--- config.mk ---
export PLATFORM = sky130hd
export DESIGN_NAME = pwmcdb_top
export DESIGN_NICKNAME = d
export VERILOG_FILES = /design/src/pwmcdb_pkg.sv /design/src/pwmcdb_prescale.sv /design/src/pwmcdb_outpair.sv /design/src/pwmcdb_top.sv
export SDC_FILE = /design/constraint.sdc
export NUM_CORES = 1
export LEC_CHECK = 0
export ABC_AREA = 1
export BUFFER_PORTS_ARGS = -buffer_cell sky130_fd_sc_hd__buf_4
export CORE_MARGIN = 2
export CORE_UTILIZATION = 55
export CTS_CLUSTER_DIAMETER = 200
export DETAILED_ROUTE_END_ITERATION = 6
export PLACE_DENSITY = 0.73
export SYNTH_ARGS = -nofsm -noshare
export SYNTH_HDL_FRONTEND = slang
export SYNTH_SLANG_ARGS = --single-unit
--- constraint.sdc ---
create_clock -name aclk -period 2.94 [get_ports aclk]
set_clock_uncertainty 0.05 [all_clocks]
set_input_delay 0.294 -clock aclk [delete_from_list [all_inputs] [get_ports aclk]]
set_output_delay 0.294 -clock aclk [all_outputs]
set_load 0.01 [all_outputs]
--- src/pwmcdb_pkg.sv ---
package pwmcdb_pkg;
   // ************************************************************
   // Register map: word index is the byte address divided by four.
   // ************************************************************
   localparam int ADDR_W = 8;
   localparam int IDX_LSB = 2;
   localparam int IDX_CH_BIT = 3;
   localparam logic [5:0] IDX_INHIBIT = 6'h10;
   localparam logic [2:0] SUB_CTRL = 3'h0;
   localparam logic [2:0] SUB_OE = 3'h1;
   localparam logic [2:0] SUB_POL = 3'h2;
   localparam logic [2:0] SUB_PER = 3'h3;
   localparam int SUB_BUF_BIT = 2;
   // ************************************************************
   // Fields and reset values.
   // ************************************************************
   localparam int CTRL_IE = 5;
   localparam int CTRL_CMF = 4;
   localparam int CTRL_CST = 3;
   localparam logic [7:0] CTRL_WMASK = 8'h2F;
   localparam logic [7:0] CTRL_RST = 8'hC0;
   localparam logic [15:0] PER_RST = 16'hFFFF;
   localparam logic [15:0] CNT_STOP = 16'hFC00;
   localparam int CNT_W = 10;
   localparam int DTY_SEL = 12;
   localparam logic [15:0] BUF_KEEP = 16'h13FF;
   localparam logic [15:0] BUF_RSV = 16'hEC00;
   localparam logic [9:0] CNT_ONE = 10'h001;
   // ************************************************************
   // Prescaler selections and bus response codes.
   // ************************************************************
   localparam int PS_W = 4;
   localparam logic [2:0] CKS_DIV1 = 3'h0;
   localparam logic [2:0] CKS_DIV2 = 3'h1;
   localparam logic [2:0] CKS_DIV4 = 3'h2;
   localparam logic [2:0] CKS_DIV8 = 3'h3;
   localparam logic [1:0] RESP_OKAY = 2'h0;
   localparam logic [1:0] RESP_SLVERR = 2'h2;
endpackage

--- src/pwmcdb_prescale.sv ---
`timescale 1ns/1ps
module pwmcdb_prescale (
   input wire logic aclk, // System clock.
   input wire logic aresetn, // Synchronous reset, active low.
   input wire logic run, // Counter running.
   input wire logic [2:0] cks, // Clock select field.
   output logic tick // One-cycle count enable.
);
   typedef struct packed {
      logic [pwmcdb_pkg::PS_W-1:0] div;
   } pwmcdb_ps_st_t;
   pwmcdb_ps_st_t st_reg;
   pwmcdb_ps_st_t st_next;

   // Restarting the divider with the counter gives a fixed first-tick delay.
   always_comb begin
      st_next = st_reg;
      st_next.div = run ? st_reg.div + 4'h1 : 4'h0;
      if (!aresetn) begin
         st_next.div = 4'h0;
      end
   end

   always_ff @(posedge aclk) begin
      st_reg <= st_next;
   end

   always_comb begin
      unique case (cks)
         pwmcdb_pkg::CKS_DIV1: tick = run;
         pwmcdb_pkg::CKS_DIV2: tick = run & (&st_reg.div[0:0]);
         pwmcdb_pkg::CKS_DIV4: tick = run & (&st_reg.div[1:0]);
         pwmcdb_pkg::CKS_DIV8: tick = run & (&st_reg.div[2:0]);
         default: tick = run & (&st_reg.div);
      endcase
   end
endmodule

--- src/pwmcdb_outpair.sv ---
`timescale 1ns/1ps
module pwmcdb_outpair (
   input wire logic aclk, // System clock.
   input wire logic aresetn, // Synchronous reset, active low.
   input wire logic run, // Counter running.
   input wire logic clr, // Period match pulse.
   input wire logic [15:0] duty, // Duty word in force next cycle.
   input wire logic [9:0] cnt, // Current counter value.
   input wire logic [1:0] pol, // Polarity bits of the pair.
   input wire logic [1:0] oe, // Output enables of the pair.
   output logic [1:0] pin // Pin levels, first then second.
);
   typedef struct packed {
      logic act;
      logic [1:0] pin;
   } pwmcdb_op_st_t;
   pwmcdb_op_st_t st_reg;
   pwmcdb_op_st_t st_next;
   logic sel;

   always_comb begin
      st_next = st_reg;
      sel = duty[pwmcdb_pkg::DTY_SEL];
      if (!run) begin
         st_next.act = 1'b0;
      end else if (clr) begin
         st_next.act = |duty[9:0];
      end else if (cnt == duty[9:0]) begin
         st_next.act = 1'b0;
      end
      st_next.pin[0] = oe[0] & ((st_next.act & ~sel) ^ pol[0]);
      st_next.pin[1] = oe[1] & ((st_next.act & sel) ^ pol[1]);
      if (!aresetn) begin
         st_next = '0;
      end
   end

   always_ff @(posedge aclk) begin
      st_reg <= st_next;
   end

   assign pin = st_reg.pin;
endmodule

--- src/pwmcdb_top.sv ---
// Design decisions made here: the address map and register access over AXI4-Lite.
`timescale 1ns/1ps
module pwmcdb_top (
   input wire logic aclk, // System clock.
   input wire logic aresetn, // Synchronous reset, active low.
   input wire logic [7:0] awaddr, // Write address.
   input wire logic awvalid, // Write address valid.
   output logic awready, // Write address ready.
   input wire logic [31:0] wdata, // Write data.
   input wire logic [3:0] wstrb, // Write byte strobes.
   input wire logic wvalid, // Write data valid.
   output logic wready, // Write data ready.
   output logic [1:0] bresp, // Write response.
   output logic bvalid, // Write response valid.
   input wire logic bready, // Write response ready.
   input wire logic [7:0] araddr, // Read address.
   input wire logic arvalid, // Read address valid.
   output logic arready, // Read address ready.
   output logic [31:0] rdata, // Read data.
   output logic [1:0] rresp, // Read response.
   output logic rvalid, // Read data valid.
   input wire logic rready, // Read data ready.
   output logic [15:0] pwm_out, // Pins A..H of channel 1, then channel 2.
   output logic [15:0] pwm_oe, // Pin output enables.
   output logic [1:0] match_irq // Period match requests per channel.
);
   // ************************************************************
   // State.
   // ************************************************************
   typedef struct packed {
      logic aw_got;
      logic [5:0] aw_idx;
      logic w_got;
      logic [31:0] wd;
      logic [3:0] ws;
      logic bvalid;
      logic [1:0] bresp;
      logic rvalid;
      logic [31:0] rdata;
      logic [1:0] rresp;
      logic [1:0][7:0] ctrl;
      logic [1:0][7:0] oe;
      logic [1:0][7:0] pol;
      logic [1:0][15:0] per;
      logic [1:0][3:0][15:0] bufr;
      logic [1:0][3:0][15:0] dty;
      logic [1:0] seen;
      logic [7:0] inh;
      logic [1:0][9:0] cnt;
   } pwmcdb_top_st_t;
   pwmcdb_top_st_t st_reg;
   pwmcdb_top_st_t st_next;
   logic [1:0] run;
   logic [1:0] tick;
   logic [1:0] hit;
   logic [1:0] match;

   function automatic logic idx_ok(input logic [5:0] idx);
      idx_ok = (idx[5:4] == 2'h0) || (idx == pwmcdb_pkg::IDX_INHIBIT);
   endfunction

   function automatic logic [15:0] merge16(input logic [15:0] old,
                                           input logic [31:0] d,
                                           input logic [3:0] s);
      merge16 = old;
      if (s[0]) begin
         merge16[7:0] = d[7:0];
      end
      if (s[1]) begin
         merge16[15:8] = d[15:8];
      end
   endfunction

   // The upper six bits are the constant ones of the stopped value.
   function automatic logic per_eq(input logic [9:0] c, input logic [15:0] p);
      per_eq = {pwmcdb_pkg::CNT_STOP[15:pwmcdb_pkg::CNT_W], c} == p;
   endfunction

   // ************************************************************
   // Timebase per channel.
   // ************************************************************
   for (genvar c = 0; c < 2; c++) begin : g_ch
      assign run[c] = st_reg.ctrl[c][pwmcdb_pkg::CTRL_CST];
      assign hit[c] = per_eq(st_reg.cnt[c], st_reg.per[c]);
      assign match[c] = tick[c] & hit[c];
      assign match_irq[c] = st_reg.ctrl[c][pwmcdb_pkg::CTRL_CMF]
                            & st_reg.ctrl[c][pwmcdb_pkg::CTRL_IE];
      pwmcdb_prescale u_ps (
         .aclk(aclk),
         .aresetn(aresetn),
         .run(run[c]),
         .cks(st_reg.ctrl[c][2:0]),
         .tick(tick[c])
      );
      for (genvar k = 0; k < 4; k++) begin : g_pair
         pwmcdb_outpair u_op (
            .aclk(aclk),
            .aresetn(aresetn),
            .run(run[c]),
            .clr(match[c]),
            .duty(st_next.dty[c][k]),
            .cnt(st_reg.cnt[c]),
            .pol(st_reg.pol[c][2*k +: 2]),
            .oe(st_reg.oe[c][2*k +: 2]),
            .pin(pwm_out[8*c + 2*k +: 2])
         );
      end
   end

   // ************************************************************
   // Next state.
   // ************************************************************
   always_comb begin
      logic [5:0] ri;
      logic [5:0] wi;
      logic wc;
      logic rc;
      st_next = st_reg;
      ri = araddr[pwmcdb_pkg::IDX_LSB +: 6];
      wi = st_reg.aw_idx;
      wc = wi[pwmcdb_pkg::IDX_CH_BIT];
      rc = ri[pwmcdb_pkg::IDX_CH_BIT];
      if (st_reg.bvalid && bready) begin
         st_next.bvalid = 1'b0;
      end
      if (st_reg.rvalid && rready) begin
         st_next.rvalid = 1'b0;
      end
      if (awvalid && !st_reg.aw_got) begin
         st_next.aw_got = 1'b1;
         st_next.aw_idx = awaddr[pwmcdb_pkg::IDX_LSB +: 6];
      end
      if (wvalid && !st_reg.w_got) begin
         st_next.w_got = 1'b1;
         st_next.wd = wdata;
         st_next.ws = wstrb;
      end
      // Register write once both halves are held; the counter has no address.
      if (st_reg.aw_got && st_reg.w_got && !st_reg.bvalid) begin
         st_next.aw_got = 1'b0;
         st_next.w_got = 1'b0;
         st_next.bvalid = 1'b1;
         st_next.bresp = idx_ok(wi) ? pwmcdb_pkg::RESP_OKAY : pwmcdb_pkg::RESP_SLVERR;
         if (wi == pwmcdb_pkg::IDX_INHIBIT) begin
            if (st_reg.ws[0]) begin
               st_next.inh = st_reg.wd[7:0];
            end
         end else if (idx_ok(wi)) begin
            if (wi[pwmcdb_pkg::SUB_BUF_BIT]) begin
               st_next.bufr[wc][wi[1:0]] = merge16(st_reg.bufr[wc][wi[1:0]], st_reg.wd,
                  st_reg.ws) & pwmcdb_pkg::BUF_KEEP;
            end else begin
               unique case (wi[1:0])
                  pwmcdb_pkg::SUB_CTRL[1:0]: begin
                     if (st_reg.ws[0]) begin
                        st_next.ctrl[wc] = (st_reg.ctrl[wc] & ~pwmcdb_pkg::CTRL_WMASK)
                           | (st_reg.wd[7:0] & pwmcdb_pkg::CTRL_WMASK);
                        if (!st_reg.wd[pwmcdb_pkg::CTRL_CMF] && st_reg.seen[wc]) begin
                           st_next.ctrl[wc][pwmcdb_pkg::CTRL_CMF] = 1'b0;
                           st_next.seen[wc] = 1'b0;
                        end
                     end
                  end
                  pwmcdb_pkg::SUB_OE[1:0]: begin
                     if (st_reg.ws[0]) begin
                        st_next.oe[wc] = st_reg.wd[7:0];
                     end
                  end
                  pwmcdb_pkg::SUB_POL[1:0]: begin
                     if (st_reg.ws[0]) begin
                        st_next.pol[wc] = st_reg.wd[7:0];
                     end
                  end
                  pwmcdb_pkg::SUB_PER[1:0]: begin
                     st_next.per[wc] = merge16(st_reg.per[wc], st_reg.wd, st_reg.ws);
                  end
               endcase
            end
         end
      end
      if (arvalid && !st_reg.rvalid) begin
         st_next.rvalid = 1'b1;
         st_next.rdata = 32'h0000_0000;
         st_next.rresp = idx_ok(ri) ? pwmcdb_pkg::RESP_OKAY : pwmcdb_pkg::RESP_SLVERR;
         if (ri == pwmcdb_pkg::IDX_INHIBIT) begin
            st_next.rdata[7:0] = st_reg.inh;
         end else if (!idx_ok(ri)) begin
            st_next.rdata = 32'h0000_0000;
         end else if (ri[pwmcdb_pkg::SUB_BUF_BIT]) begin
            st_next.rdata[15:0] = st_reg.bufr[rc][ri[1:0]] | pwmcdb_pkg::BUF_RSV;
         end else begin
            unique case (ri[1:0])
               pwmcdb_pkg::SUB_CTRL[1:0]: begin
                  st_next.rdata[7:0] = st_reg.ctrl[rc];
                  if (st_reg.ctrl[rc][pwmcdb_pkg::CTRL_CMF]) begin
                     st_next.seen[rc] = 1'b1;
                  end
               end
               pwmcdb_pkg::SUB_OE[1:0]: st_next.rdata[7:0] = st_reg.oe[rc];
               pwmcdb_pkg::SUB_POL[1:0]: st_next.rdata[7:0] = st_reg.pol[rc];
               pwmcdb_pkg::SUB_PER[1:0]: st_next.rdata[15:0] = st_reg.per[rc];
            endcase
         end
      end
      // Hardware updates follow software so that a match beats a flag clear.
      for (int c = 0; c < 2; c++) begin
         if (!run[c]) begin
            st_next.cnt[c] = pwmcdb_pkg::CNT_STOP[9:0];
         end else if (match[c]) begin
            st_next.cnt[c] = 10'h000;
         end else if (tick[c]) begin
            st_next.cnt[c] = st_reg.cnt[c] + pwmcdb_pkg::CNT_ONE;
         end
         if (match[c]) begin
            st_next.ctrl[c][pwmcdb_pkg::CTRL_CMF] = 1'b1;
            for (int k = 0; k < 4; k++) begin
               if (!st_reg.inh[4*c + k]) begin
                  st_next.dty[c][k] = st_reg.bufr[c][k];
               end
            end
         end
      end
      if (!aresetn) begin
         st_next = '0;
         for (int c = 0; c < 2; c++) begin
            st_next.ctrl[c] = pwmcdb_pkg::CTRL_RST;
            st_next.per[c] = pwmcdb_pkg::PER_RST;
            st_next.cnt[c] = pwmcdb_pkg::CNT_STOP[9:0];
         end
      end
   end

   always_ff @(posedge aclk) begin
      st_reg <= st_next;
   end

   assign awready = !st_reg.aw_got;
   assign wready = !st_reg.w_got;
   assign bvalid = st_reg.bvalid;
   assign bresp = st_reg.bresp;
   assign arready = !st_reg.rvalid;
   assign rvalid = st_reg.rvalid;
   assign rdata = st_reg.rdata;
   assign rresp = st_reg.rresp;
   assign pwm_oe = {st_reg.oe[1], st_reg.oe[0]};
endmodule

==> results.md, run 1 <==
Outcome:
- The flow ran to the end, but the final reports show violations.
- The checks that failed: negative setup slack.

Pwr:
- In this run switching power makes up 24.12% of total power.
- In this run the power spent charging and discharging nets is 2.781 mW.
- IR analysis of the VDD net gives a maximum drop of 0.0004814 V.
- Dividing total power by cell area gives a power density of 493.5 nW/um2.
- The reported leakage power is 11.45 nW.
- The internal cell power is 8.748 mW.
- The power share of the sequential group is 43.6%.
- The share of total power dissipated in the clock network is 49.7%.
- Of the total power, combinational logic draws 6.7%.

Timing:
- The slew at the pin closest to its max-slew limit is 984.4 ps.
- Setup repair after global routing could not meet its margin everywhere.
- Setup total negative slack on the finished layout was measured at -35.92 ps.
- The worst slew margin relative to its limit is 34.37%.
- The number of hold-slack violations in the final timing report was 0.
- The total of endpoints with negative setup slack in the final report is 3.
- The number of pins with negative max-slew slack in the final report was 0.
- The share of the cycle needed by the critical path after routing is 100.6%.
- For this run, the top clock speed supported by timing is 338.0 MHz.
- Once routing completed, OpenROAD measured the worst setup slack at -18.45 ps.
- For the finished layout, the period the worst path requires is 2958 ps.

Synthesis:
- In the synthesized netlist the async set-or-reset flop fraction comes to 0%.
- After technology mapping, the gate count stands at 3095.
- A synthesized cell averages 6.380 um2.
- During synthesis, Yosys emitted a total of 0 warnings.
- In this run, synthesis inferred 0 flip-flops with an integrated enable.
- The flip-flop and latch count after synthesis is 364.
- The cell area after technology mapping is 19750 um2.
- The most instantiated flip-flop cell in the synthesis netlist is sky130_fd_sc_hd__dfxtp_1.
- The sequential element share of the synthesized area is 36.90%.
- The count of unique library cells instantiated by Yosys is 45.

Hold path:
- The worst min-delay path category is input port to flop.
- The launch instance of the worst min-delay path is araddr[7].

Layout:
- Compared with the post-synthesis result, the final layout area differs by 18.31%.
- The number of nets in the final layout is 3260.
- Cells with a size suffix above 1 make up 13.77% of the layout.
- The final non-filler cell area is 23360 um2.
- The register with the most flip-flops in the layout has 294 of them.
- For this run, the number of standard cells in the final layout without fillers is 3687.
- Once layout is complete, the utilization of the core stands at 65.84%.

Clock tree:
- Clock-pin slew was measured on the worst setup and hold paths at 60 ps.
- The number of levels the H-tree was split into is 2.
- The CTS buffer count is 40.
- TritonCTS built the clock tree.
- The clock latency reported for the late side of the worst-skew pair is 580 ps.
- The clock tree root driver cell is sky130_fd_sc_hd__clkbuf_16.
- Counting every sink on the clock net gives 364.
- The number of buffers between clock root and the deepest sink is 3.

Placed design:
- Routability-driven placement finished with a final weighted congestion of 1.021.
- Timing analysis after detailed placement gives a worst setup slack of -84.24 ps.
- Counting tap cells, the placed design contains a total of 3576 instances.
- Input and output buffers added on the ports amount to 93.
- The total placed instance area is 21080 um2.
- The half-perimeter wire length of the detailed placement result is 53.61 mm.

Critical path:
- The critical path buffer and inverter count is 3.
- Among all stages on the critical path, the largest delay is contributed by sky130_fd_sc_hd__dfxtp_2.
- The type of element launching the critical path is a flop.
- The cell type group with the largest total delay on the critical path is simple AND/OR/NAND/NOR gates.
- The worst flop-to-flop path startpoint is g_ch[0].u_ps.st_reg[0].
- The cell repeated most along the worst path is sky130_fd_sc_hd__nand2_1.
- The maximum single-stage delay on the critical path is 350 ps.
- The highest fanout seen on the critical path is 20.
- The setup path with the least slack is of type flop to flop.
- The first element of the critical path is g_ch[0].u_ps.st_reg[0].
- The data arrival time of the critical path is 3390 ps.
- STA classifies the critical path endpoint as a flop.
- The worst endpoint required time is 3370 ps.
- Walking the worst path, the cells encountered are ha_4, ha_2, nand2_1, nand4_1, nand2_2, nor2_4, nand3_4, buf_12, nand2_1, o21ai_2, nand2_1, nand2_1, nor3_1, buf_4, nand3_1, nand2_1, inv_2, nand3_1, nand2_1, nand2_1, nor2_1.

Drt:
- The detailed router placed 21700 vias in this run.
- After detailed routing, the average wire length per cell comes to 20.20 um.
- After detailed routing, the number of remaining DRC violations is 0.
- The sum of routed wire length over all layers is 74.48 mm.
- The first TritonRoute pass finished after 7 iterations.
- The via density per instance is 5.885.
- In this run, the number of DRC markers left after iteration 0 of detailed routing was 2674.
- The count of nets left with antenna violations once routing finished came out at 0.

Global routing:
- The via count of the first global-routing pass came to 19670.
- The total global-route track usage is 38.02%.
- The wire length of the first global-routing pass is 111.7 mm.
- After global routing the overflow that remains totals 0.
- The number of antenna violations at the first check in global routing was 0.
- Entering global routing, the biggest net connects 105 pins.

Die:
- From left edge to right edge, the die measures 193.5 um.
- The vertical die dimension is 193.5 um.
- The full die area is 37430 um2.
- The core outline area is 35480 um2.
- 134 I/O pins were placed.
- The placement row count is 69.
- The initial core utilization is 55.65%.

Job:
- The number of max-cap violations is 0.
[cell type report]
| type | count | area, um2 |
|---|---|---|
| flip-flops and latches | 364 | 7300 |
| diodes | 1 | 2.502 |
| fillers | 3262 | 12120 |
| clock buffers | 55 | 1189 |
| inverters | 436 | 1639 |
| multi-input cells | 2082 | 9960 |
| well taps | 461 | 576.8 |
| clock inverters | 17 | 297.8 |
| repair buffers | 271 | 2397 |
[tightest hold or removal path: cells and delay by family]
family	cells	cell delay (ps)
buffers and inverters	1	100
AO/OA/AOI/OAI	1	70
AND/OR/NAND/NOR	2	140
[synth_stat cells (2+ instances only)]
cell | n | area [um2]
sky130_fd_sc_hd__o31ai_1 | 6 | 45.04
sky130_fd_sc_hd__nand4_1 | 83 | 519.3
sky130_fd_sc_hd__nand3_2 | 2 | 20.02
sky130_fd_sc_hd__nand2_2 | 9 | 56.30
sky130_fd_sc_hd__inv_2 | 38 | 142.6
sky130_fd_sc_hd__o211ai_1 | 17 | 127.6
sky130_fd_sc_hd__nor3_1 | 40 | 200.2
sky130_fd_sc_hd__buf_4 | 71 | 533.0
sky130_fd_sc_hd__o22ai_1 | 29 | 181.4
sky130_fd_sc_hd__o21a_1 | 4 | 30.03
sky130_fd_sc_hd__buf_6 | 6 | 67.56
sky130_fd_sc_hd__nor4_1 | 3 | 18.77
sky130_fd_sc_hd__a211oi_1 | 10 | 75.07
sky130_fd_sc_hd__a221oi_1 | 14 | 122.6
sky130_fd_sc_hd__clkbuf_1 | 110 | 412.9
sky130_fd_sc_hd__nor3b_1 | 7 | 52.55
sky130_fd_sc_hd__o2111ai_1 | 5 | 43.79
sky130_fd_sc_hd__o21bai_1 | 3 | 22.52
sky130_fd_sc_hd__nand2_1 | 802 | 3010
sky130_fd_sc_hd__o21ai_2 | 5 | 43.79
sky130_fd_sc_hd__or2_2 | 8 | 50.05
sky130_fd_sc_hd__o21ai_1 | 9 | 45.04
sky130_fd_sc_hd__a21oi_1 | 292 | 1461
sky130_fd_sc_hd__ha_1 | 6 | 75.07
sky130_fd_sc_hd__nor2_2 | 4 | 25.02
sky130_fd_sc_hd__dfxtp_1 | 364 | 7287
sky130_fd_sc_hd__inv_1 | 391 | 1468
sky130_fd_sc_hd__o21ai_0 | 357 | 1787
sky130_fd_sc_hd__clkinv_1 | 7 | 26.28
sky130_fd_sc_hd__buf_1 | 20 | 75.07
sky130_fd_sc_hd__o41ai_1 | 7 | 61.31
sky130_fd_sc_hd__nor2_4 | 2 | 22.52
sky130_fd_sc_hd__nor2_1 | 194 | 728.2
sky130_fd_sc_hd__nand3_1 | 131 | 655.6
sky130_fd_sc_hd__o311ai_0 | 7 | 61.31
sky130_fd_sc_hd__buf_2 | 23 | 115.1
[routing by layer]
metal	track usage, %	share of wire (%)	up-vias	wire (um)
met4	19.51	5.5	0	4090
met2	59.84	44	1230	32900
met1	49.91	40	10030	29810
met3	7.043	10	244	7680
met5	0	0	-	0
li1	-	-	10190	-
[worst paths after layout]
kind / end / slack (ps) / depth (start not counted)
min reg2reg: st_reg[364] / 380 / 2
max: g_ch[0].g_pair[0].u_op.pin[0] / -20 / 21
min: st_reg[29] / 40 / 4
max reg2reg: g_ch[0].g_pair[0].u_op.pin[0] / -20 / 21
[stage by stage]
stage	hold slack [ps]	total power [mW]
finish	42.22	11.53
global route	45.85	11.79
CTS	17.02	11.51
detailed placement	360.3	5.836
global placement	350.9	5.826
floorplan	341.8	5.550
[power by group through the flow]
stage | clock, mW | combinational [mW] | sequential [mW]
final | 5.73 | 0.769 | 5.03
after detailed placement | 0 | 0.699 | 5.14
after global placement | 0 | 0.691 | 5.13
after global routing | 5.95 | 0.811 | 5.03
after floorplan | 0 | 0.436 | 5.11
after CTS | 5.75 | 0.734 | 5.03
[timing repair]
item / 4_1_cts / 5_1_grt
cloned: 1 / 5
buffers inserted: 0 / 4
hold buffers: 28 / 0
pin swaps: 3 / 21
hold endpoints to repair: 28 / 0
setup endpoints to repair: 10 / 90
gates resized for setup: 12 / 70
[kinds of logic after synthesis]
kind of cell / after synthesis / synth area share [%]
other: 1 / 0.01899
buffers and inverters: 666 / 14.38
adder cells (fa/ha/maj): 6 / 0.3802
AO/OA/AOI/OAI: 768 / 20.94
AND/OR/NAND/NOR: 1288 / 27.28
XOR/XNOR: 2 / 0.08872
flip-flops: 364 / 36.90
[layout by cell type (no fill, tap or decap), drive strengths merged, types with 2 or more instances in the layout]
cell type	netlist	final
o31ai	6	6
nor3	40	40
ha	6	6
clkinvlp	0	2
clkinv	7	11
conb	1	18
o21a	4	4
nand3	133	133
a221oi	14	14
clkbuf	110	60
o21bai	3	3
dlygate4sd3	0	28
o22ai	29	29
a21oi	292	292
buf	120	238
a211oi	10	10
inv	429	432
or2	8	8
nor3b	7	7
o2111ai	5	5
dfxtp	364	364
nand4	83	83
o21ai	371	371
nand2	811	811
bufinv	0	8
nor2	200	200
nor4	4	4
o41ai	7	7
o211ai	17	17
o311ai	7	7
(Power assumes the default switching activity.)
==> run 2: changes to the inputs <==
CORE_MARGIN = 1.5   (was 2)
CORE_UTILIZATION = 32   (was 55)
PLACE_DENSITY = 0.47   (was 0.73)
==> run 2 against run 1 <==
Effect of this change: the flow now finishes without violations; clock power is 5.6% lower; routed wire length rose by 13%; critical path depth grew 2; final cell count increased by 11%; setup slack improved by 58 ps; clock-buffer cell count grew 8; global-route usage decreased by 12 points; power decreased by 2.6%; sequential share of layout area is 1.8 points lower; sequential power about the same; design area up 6.4%; register-to-register slack improved by 60 ps; critical path type unchanged; critical endpoint is now g_ch[1].g_pair[0].u_op.pin[1].
==> results.md, run 2 (synthesis results as in run 1) <==
Outcome:
- The flow ran to the end, and the final reports show no timing, DRC or antenna violations.

Pwr:
- The total power divided by cell area is 451.8 nW/um2 (-8.4%).
- The reported leakage power is 11.88 nW (+3.7%).
- The internal cell power is 8.335 mW (-4.7%).
- The largest voltage drop on the vdd net is 0.0003637 V (-24%).
- The power share of the sequential group is 44.8% (+1.2 points).
- The power share of the combinational group was 7.0% (+0.3 points).
- The switching power share of the total is 25.80% (+1.7 points).
- The clock power share was 48.2% (-1.5 points).
- The net switching power came to 2.898 mW (+4.2%).

Die:
- The full die area is 63210 um2 (+69%).
- The initial core utilization is 32.53% (-23 points).
- The placement row count is 90 (+30%).
- The die extent in x is 251.4 um (+30%).
- The top-level port count is 134 (unchanged).
- The core outline area came to 60700 um2 (+71%).
- The vertical die dimension came to 251.4 um (+30%).

Placed design:
- The number of port buffers came to 93 (unchanged).
- The worst setup slack before clock tree synthesis is -218.0 ps (-133.8 ps).
- The last weighted congestion value of the routability-driven placer came to 0.9592 (-6.0%).
- The total placed instance area was 21900 um2 (+3.9%).
- The half-perimeter wire length of the detailed placement result is 63.03 mm (+18%).

Timing:
- The shortest clock period the worst path allows after layout is 2901 ps (-57.93 ps).
- The worst slew margin relative to its limit is 25.83% (-8.5 points).
- The slew at the pin closest to its max-slew limit came to 1108 ps (+124.0 ps).
- The total of endpoints with negative setup slack in the final report came to 0 (-3).
- The share of the cycle needed by the critical path after routing is 98.66% (-2.0 points).
- The final worst setup slack came to 39.48 ps (+57.93 ps).
- Setup repair after global routing could not meet its margin everywhere.
- The upper clock frequency limit is 344.8 MHz (+2.0%).
- The number of hold-slack violations in the final timing report is 0 (unchanged).
- The number of pins with negative max-slew slack in the final report is 0 (unchanged).

Critical path:
- The worst flop-to-flop path startpoint is g_ch[1].u_ps.st_reg[1].
- The slowest stage of the critical path belongs to the cell sky130_fd_sc_hd__dfxtp_2.
- The kind of capture point of the worst setup path is a flop.
- The data arrival time of the critical path came to 3340 ps (-50 ps).
- The reg-to-reg setup timing slack was 40 ps (+60 ps).
- The type of element launching the critical path is a flop.
- The depth of the most critical reg-to-reg path is 23 (+9.5%).
- The worst endpoint required time was 3380 ps (about the same).
- The highest fanout seen on the critical path is 7 (-65%).
- The critical path goes through ha_4, ha_4, nand2_2, nand3_2, a21oi_2, nor2_2, buf_12, nand3_4, buf_12, clkbuf_16, o21ai_4, buf_6, nand3_2, nand2_1, nand2_1, nor2_2, nand3_2, nand2_2, nand2_4, nand3_2, nand2_1, nand2_1, nor2_1.
- In this run the critical register-to-register path is captured at g_ch[1].g_pair[0].u_op.pin[1].
- The critical path buffer and inverter count was 4 (+1).
- Grouping stages by cell kind, the critical path spends the most delay in simple AND/OR/NAND/NOR gates.
- The worst setup path is of the flop to flop kind.
- The maximum single-stage delay on the critical path came to 360 ps (about the same).

Global routing:
- The total global-route track usage was 25.60% (-12 points).
- The overflow left after global routing is 0 (unchanged).
- The number of antenna violations at the first check in global routing is 2 (+2).
- The wire length of the first global-routing pass came to 122.2 mm (+9.4%).
- The pin count of the biggest net entering global routing is 75 (-29%).
- The via count of the first global-routing pass is 19540 (-0.69%).

Drt:
- The final antenna-violating net count came to 0 (unchanged).
- The number of vias after detailed routing is 21350 (-1.6%).
- The total DRC errors in the routed layout is 0 (unchanged).
- The via density per instance was 5.239 (-11%).
- The number of violations reported at the end of detailed-routing iteration 0 is 1927 (-28%).
- The sum of routed wire length over all layers was 84.47 mm (+13%).
- The average detailed-routed wire length per instance is 20.73 um (+2.6%).
- The first-pass iteration count of the detailed router is 6 (-1).

Clock tree:
- The clock tree root driver cell is sky130_fd_sc_hd__clkbuf_16.
- The number of buffers between clock root and the deepest sink is 3 (unchanged).
- The CTS buffer count came to 44 (+10%).
- The total clock sinks came to 364 (unchanged).
- TritonCTS built the clock tree.
- The number of levels the H-tree was split into is 2 (unchanged).
- The clock slew seen by the registers of the worst setup and hold paths was 70 ps (about the same).
- The clock latency reported for the late side of the worst-skew pair came to 600 ps (+20 ps).

Layout:
- Compared with the post-synthesis result, the final layout area differs by 25.91%.
- The number of flip-flops in the largest register is 294 (unchanged).
- The number of antenna diodes was 0 (-1).
- The count of fill cells added during filler insertion came to 6340 (+94%).
- The number of nets in the final layout is 3328 (+2.1%).
- The final non-filler cell area came to 24860 um2 (+6.4%).
- The top cell types in the final layout, fill and taps aside, are sky130_fd_sc_hd__nand2_1 (736), sky130_fd_sc_hd__inv_1 (381), sky130_fd_sc_hd__o21ai_0 (351).
- The proportion of layout cells with a drive suffix above 1 is 18.98% (+5.2 points).
- The most common cell after layout, fill and taps aside is sky130_fd_sc_hd__nand2_1.

Hold path:
- The endpoint of the worst hold-timing path is rdata[4].
- In this run the most critical hold path is launched from araddr[4].
- The cell depth of the worst hold path is 3 (-1).
- The worst min-delay path category is input port to flop.

Job:
- The number of max-cap violations is 0 (unchanged).
run 2: changes by cell type in the layout (fill, tap and decap cells not counted), sizes merged:
cell         before  now
buf             238  297
diode             1    0
clkbuf           60   71
bufinv            8    2
dlygate4sd3      28   30
clkinv           11   15
clkinvlp          2    0
run 2: worst max-delay path by stage:
stage                           start                       endpoint  slack (ps)  cells past startpoint
2_1_floorplan  g_ch[1].u_ps.st_reg[0]  g_ch[1].g_pair[3].u_op.pin[0]         530                     23
3_3_place_gp   g_ch[1].u_ps.st_reg[0]  g_ch[1].g_pair[3].u_op.pin[1]        -150                     25
3_5_place_dp   g_ch[1].u_ps.st_reg[0]  g_ch[1].g_pair[3].u_op.pin[0]        -220                     25
4_1_cts        g_ch[0].u_ps.st_reg[0]  g_ch[0].g_pair[2].u_op.pin[1]           7                     23
5_1_grt                   st_reg[441]                    st_reg[163]        -130                     13
6_report       g_ch[1].u_ps.st_reg[1]  g_ch[1].g_pair[0].u_op.pin[1]          40                     23
run 2: routing by layer:
metal	vias to the layer above	part of all wire, %	track usage, %
met3	170	6.5	3.807
met2	799	47	42.86
li1	10330	-	-
met5	-	0.031	0
met4	4	4.2	10.41
met1	10050	43	32.94
run 2: timing repair:
action / in CTS / in global routing
hold buffers: 30 / 0
gates resized for setup: 23 / 227
pin swaps: 2 / 71
setup endpoints to repair: 19 / 74
endpoints found under the hold margin: 29 / 0
buffers inserted: 1 / 13
cloned: 2 / 10
run 2: tightest hold or removal path: stages:
cell and delay (ps):
sky130_fd_sc_hd__buf_4 180, sky130_fd_sc_hd__o21ai_0 180, sky130_fd_sc_hd__a21oi_1 60
run 2: power by group through the flow:
stage               sequential (mW)  combinational [mW]  clock [mW]
floorplan                      5.11               0.436           0
global placement               5.14               0.732           0
detailed placement             5.14               0.735           0
CTS                            5.03               0.769        5.50
global route                   5.03               0.840        5.71
finish                         5.03               0.792        5.41
run 2: final cells by class:
cell class                      instances  area (um2)  area share [%]
Multi-Input combinational cell       2082       10460           42.08
Sequential cell                       364        7310           29.40
Timing Repair Buffer                  335        3082           12.39
Inverter                              436        1644           6.613
Clock buffer                           63        1242           4.997
Tap cell                              782       978.4           3.935
Clock inverter                         13       145.1          0.5838
run 2: metrics by stage:
stage	total power [mW]	cells	setup TNS, ps	hold slack (ps)	utilization, %
after CTS	11.30	4053	0	112.0	39.13
after floorplan	5.550	3112	0	341.8	-
after detailed placement	5.873	3944	-1818	357.5	36.08
after global routing	11.58	4075	-3694	133.1	40.96
final	11.23	4075	0	146.6	40.96
after global placement	5.869	3944	-1099	350.1	36.08
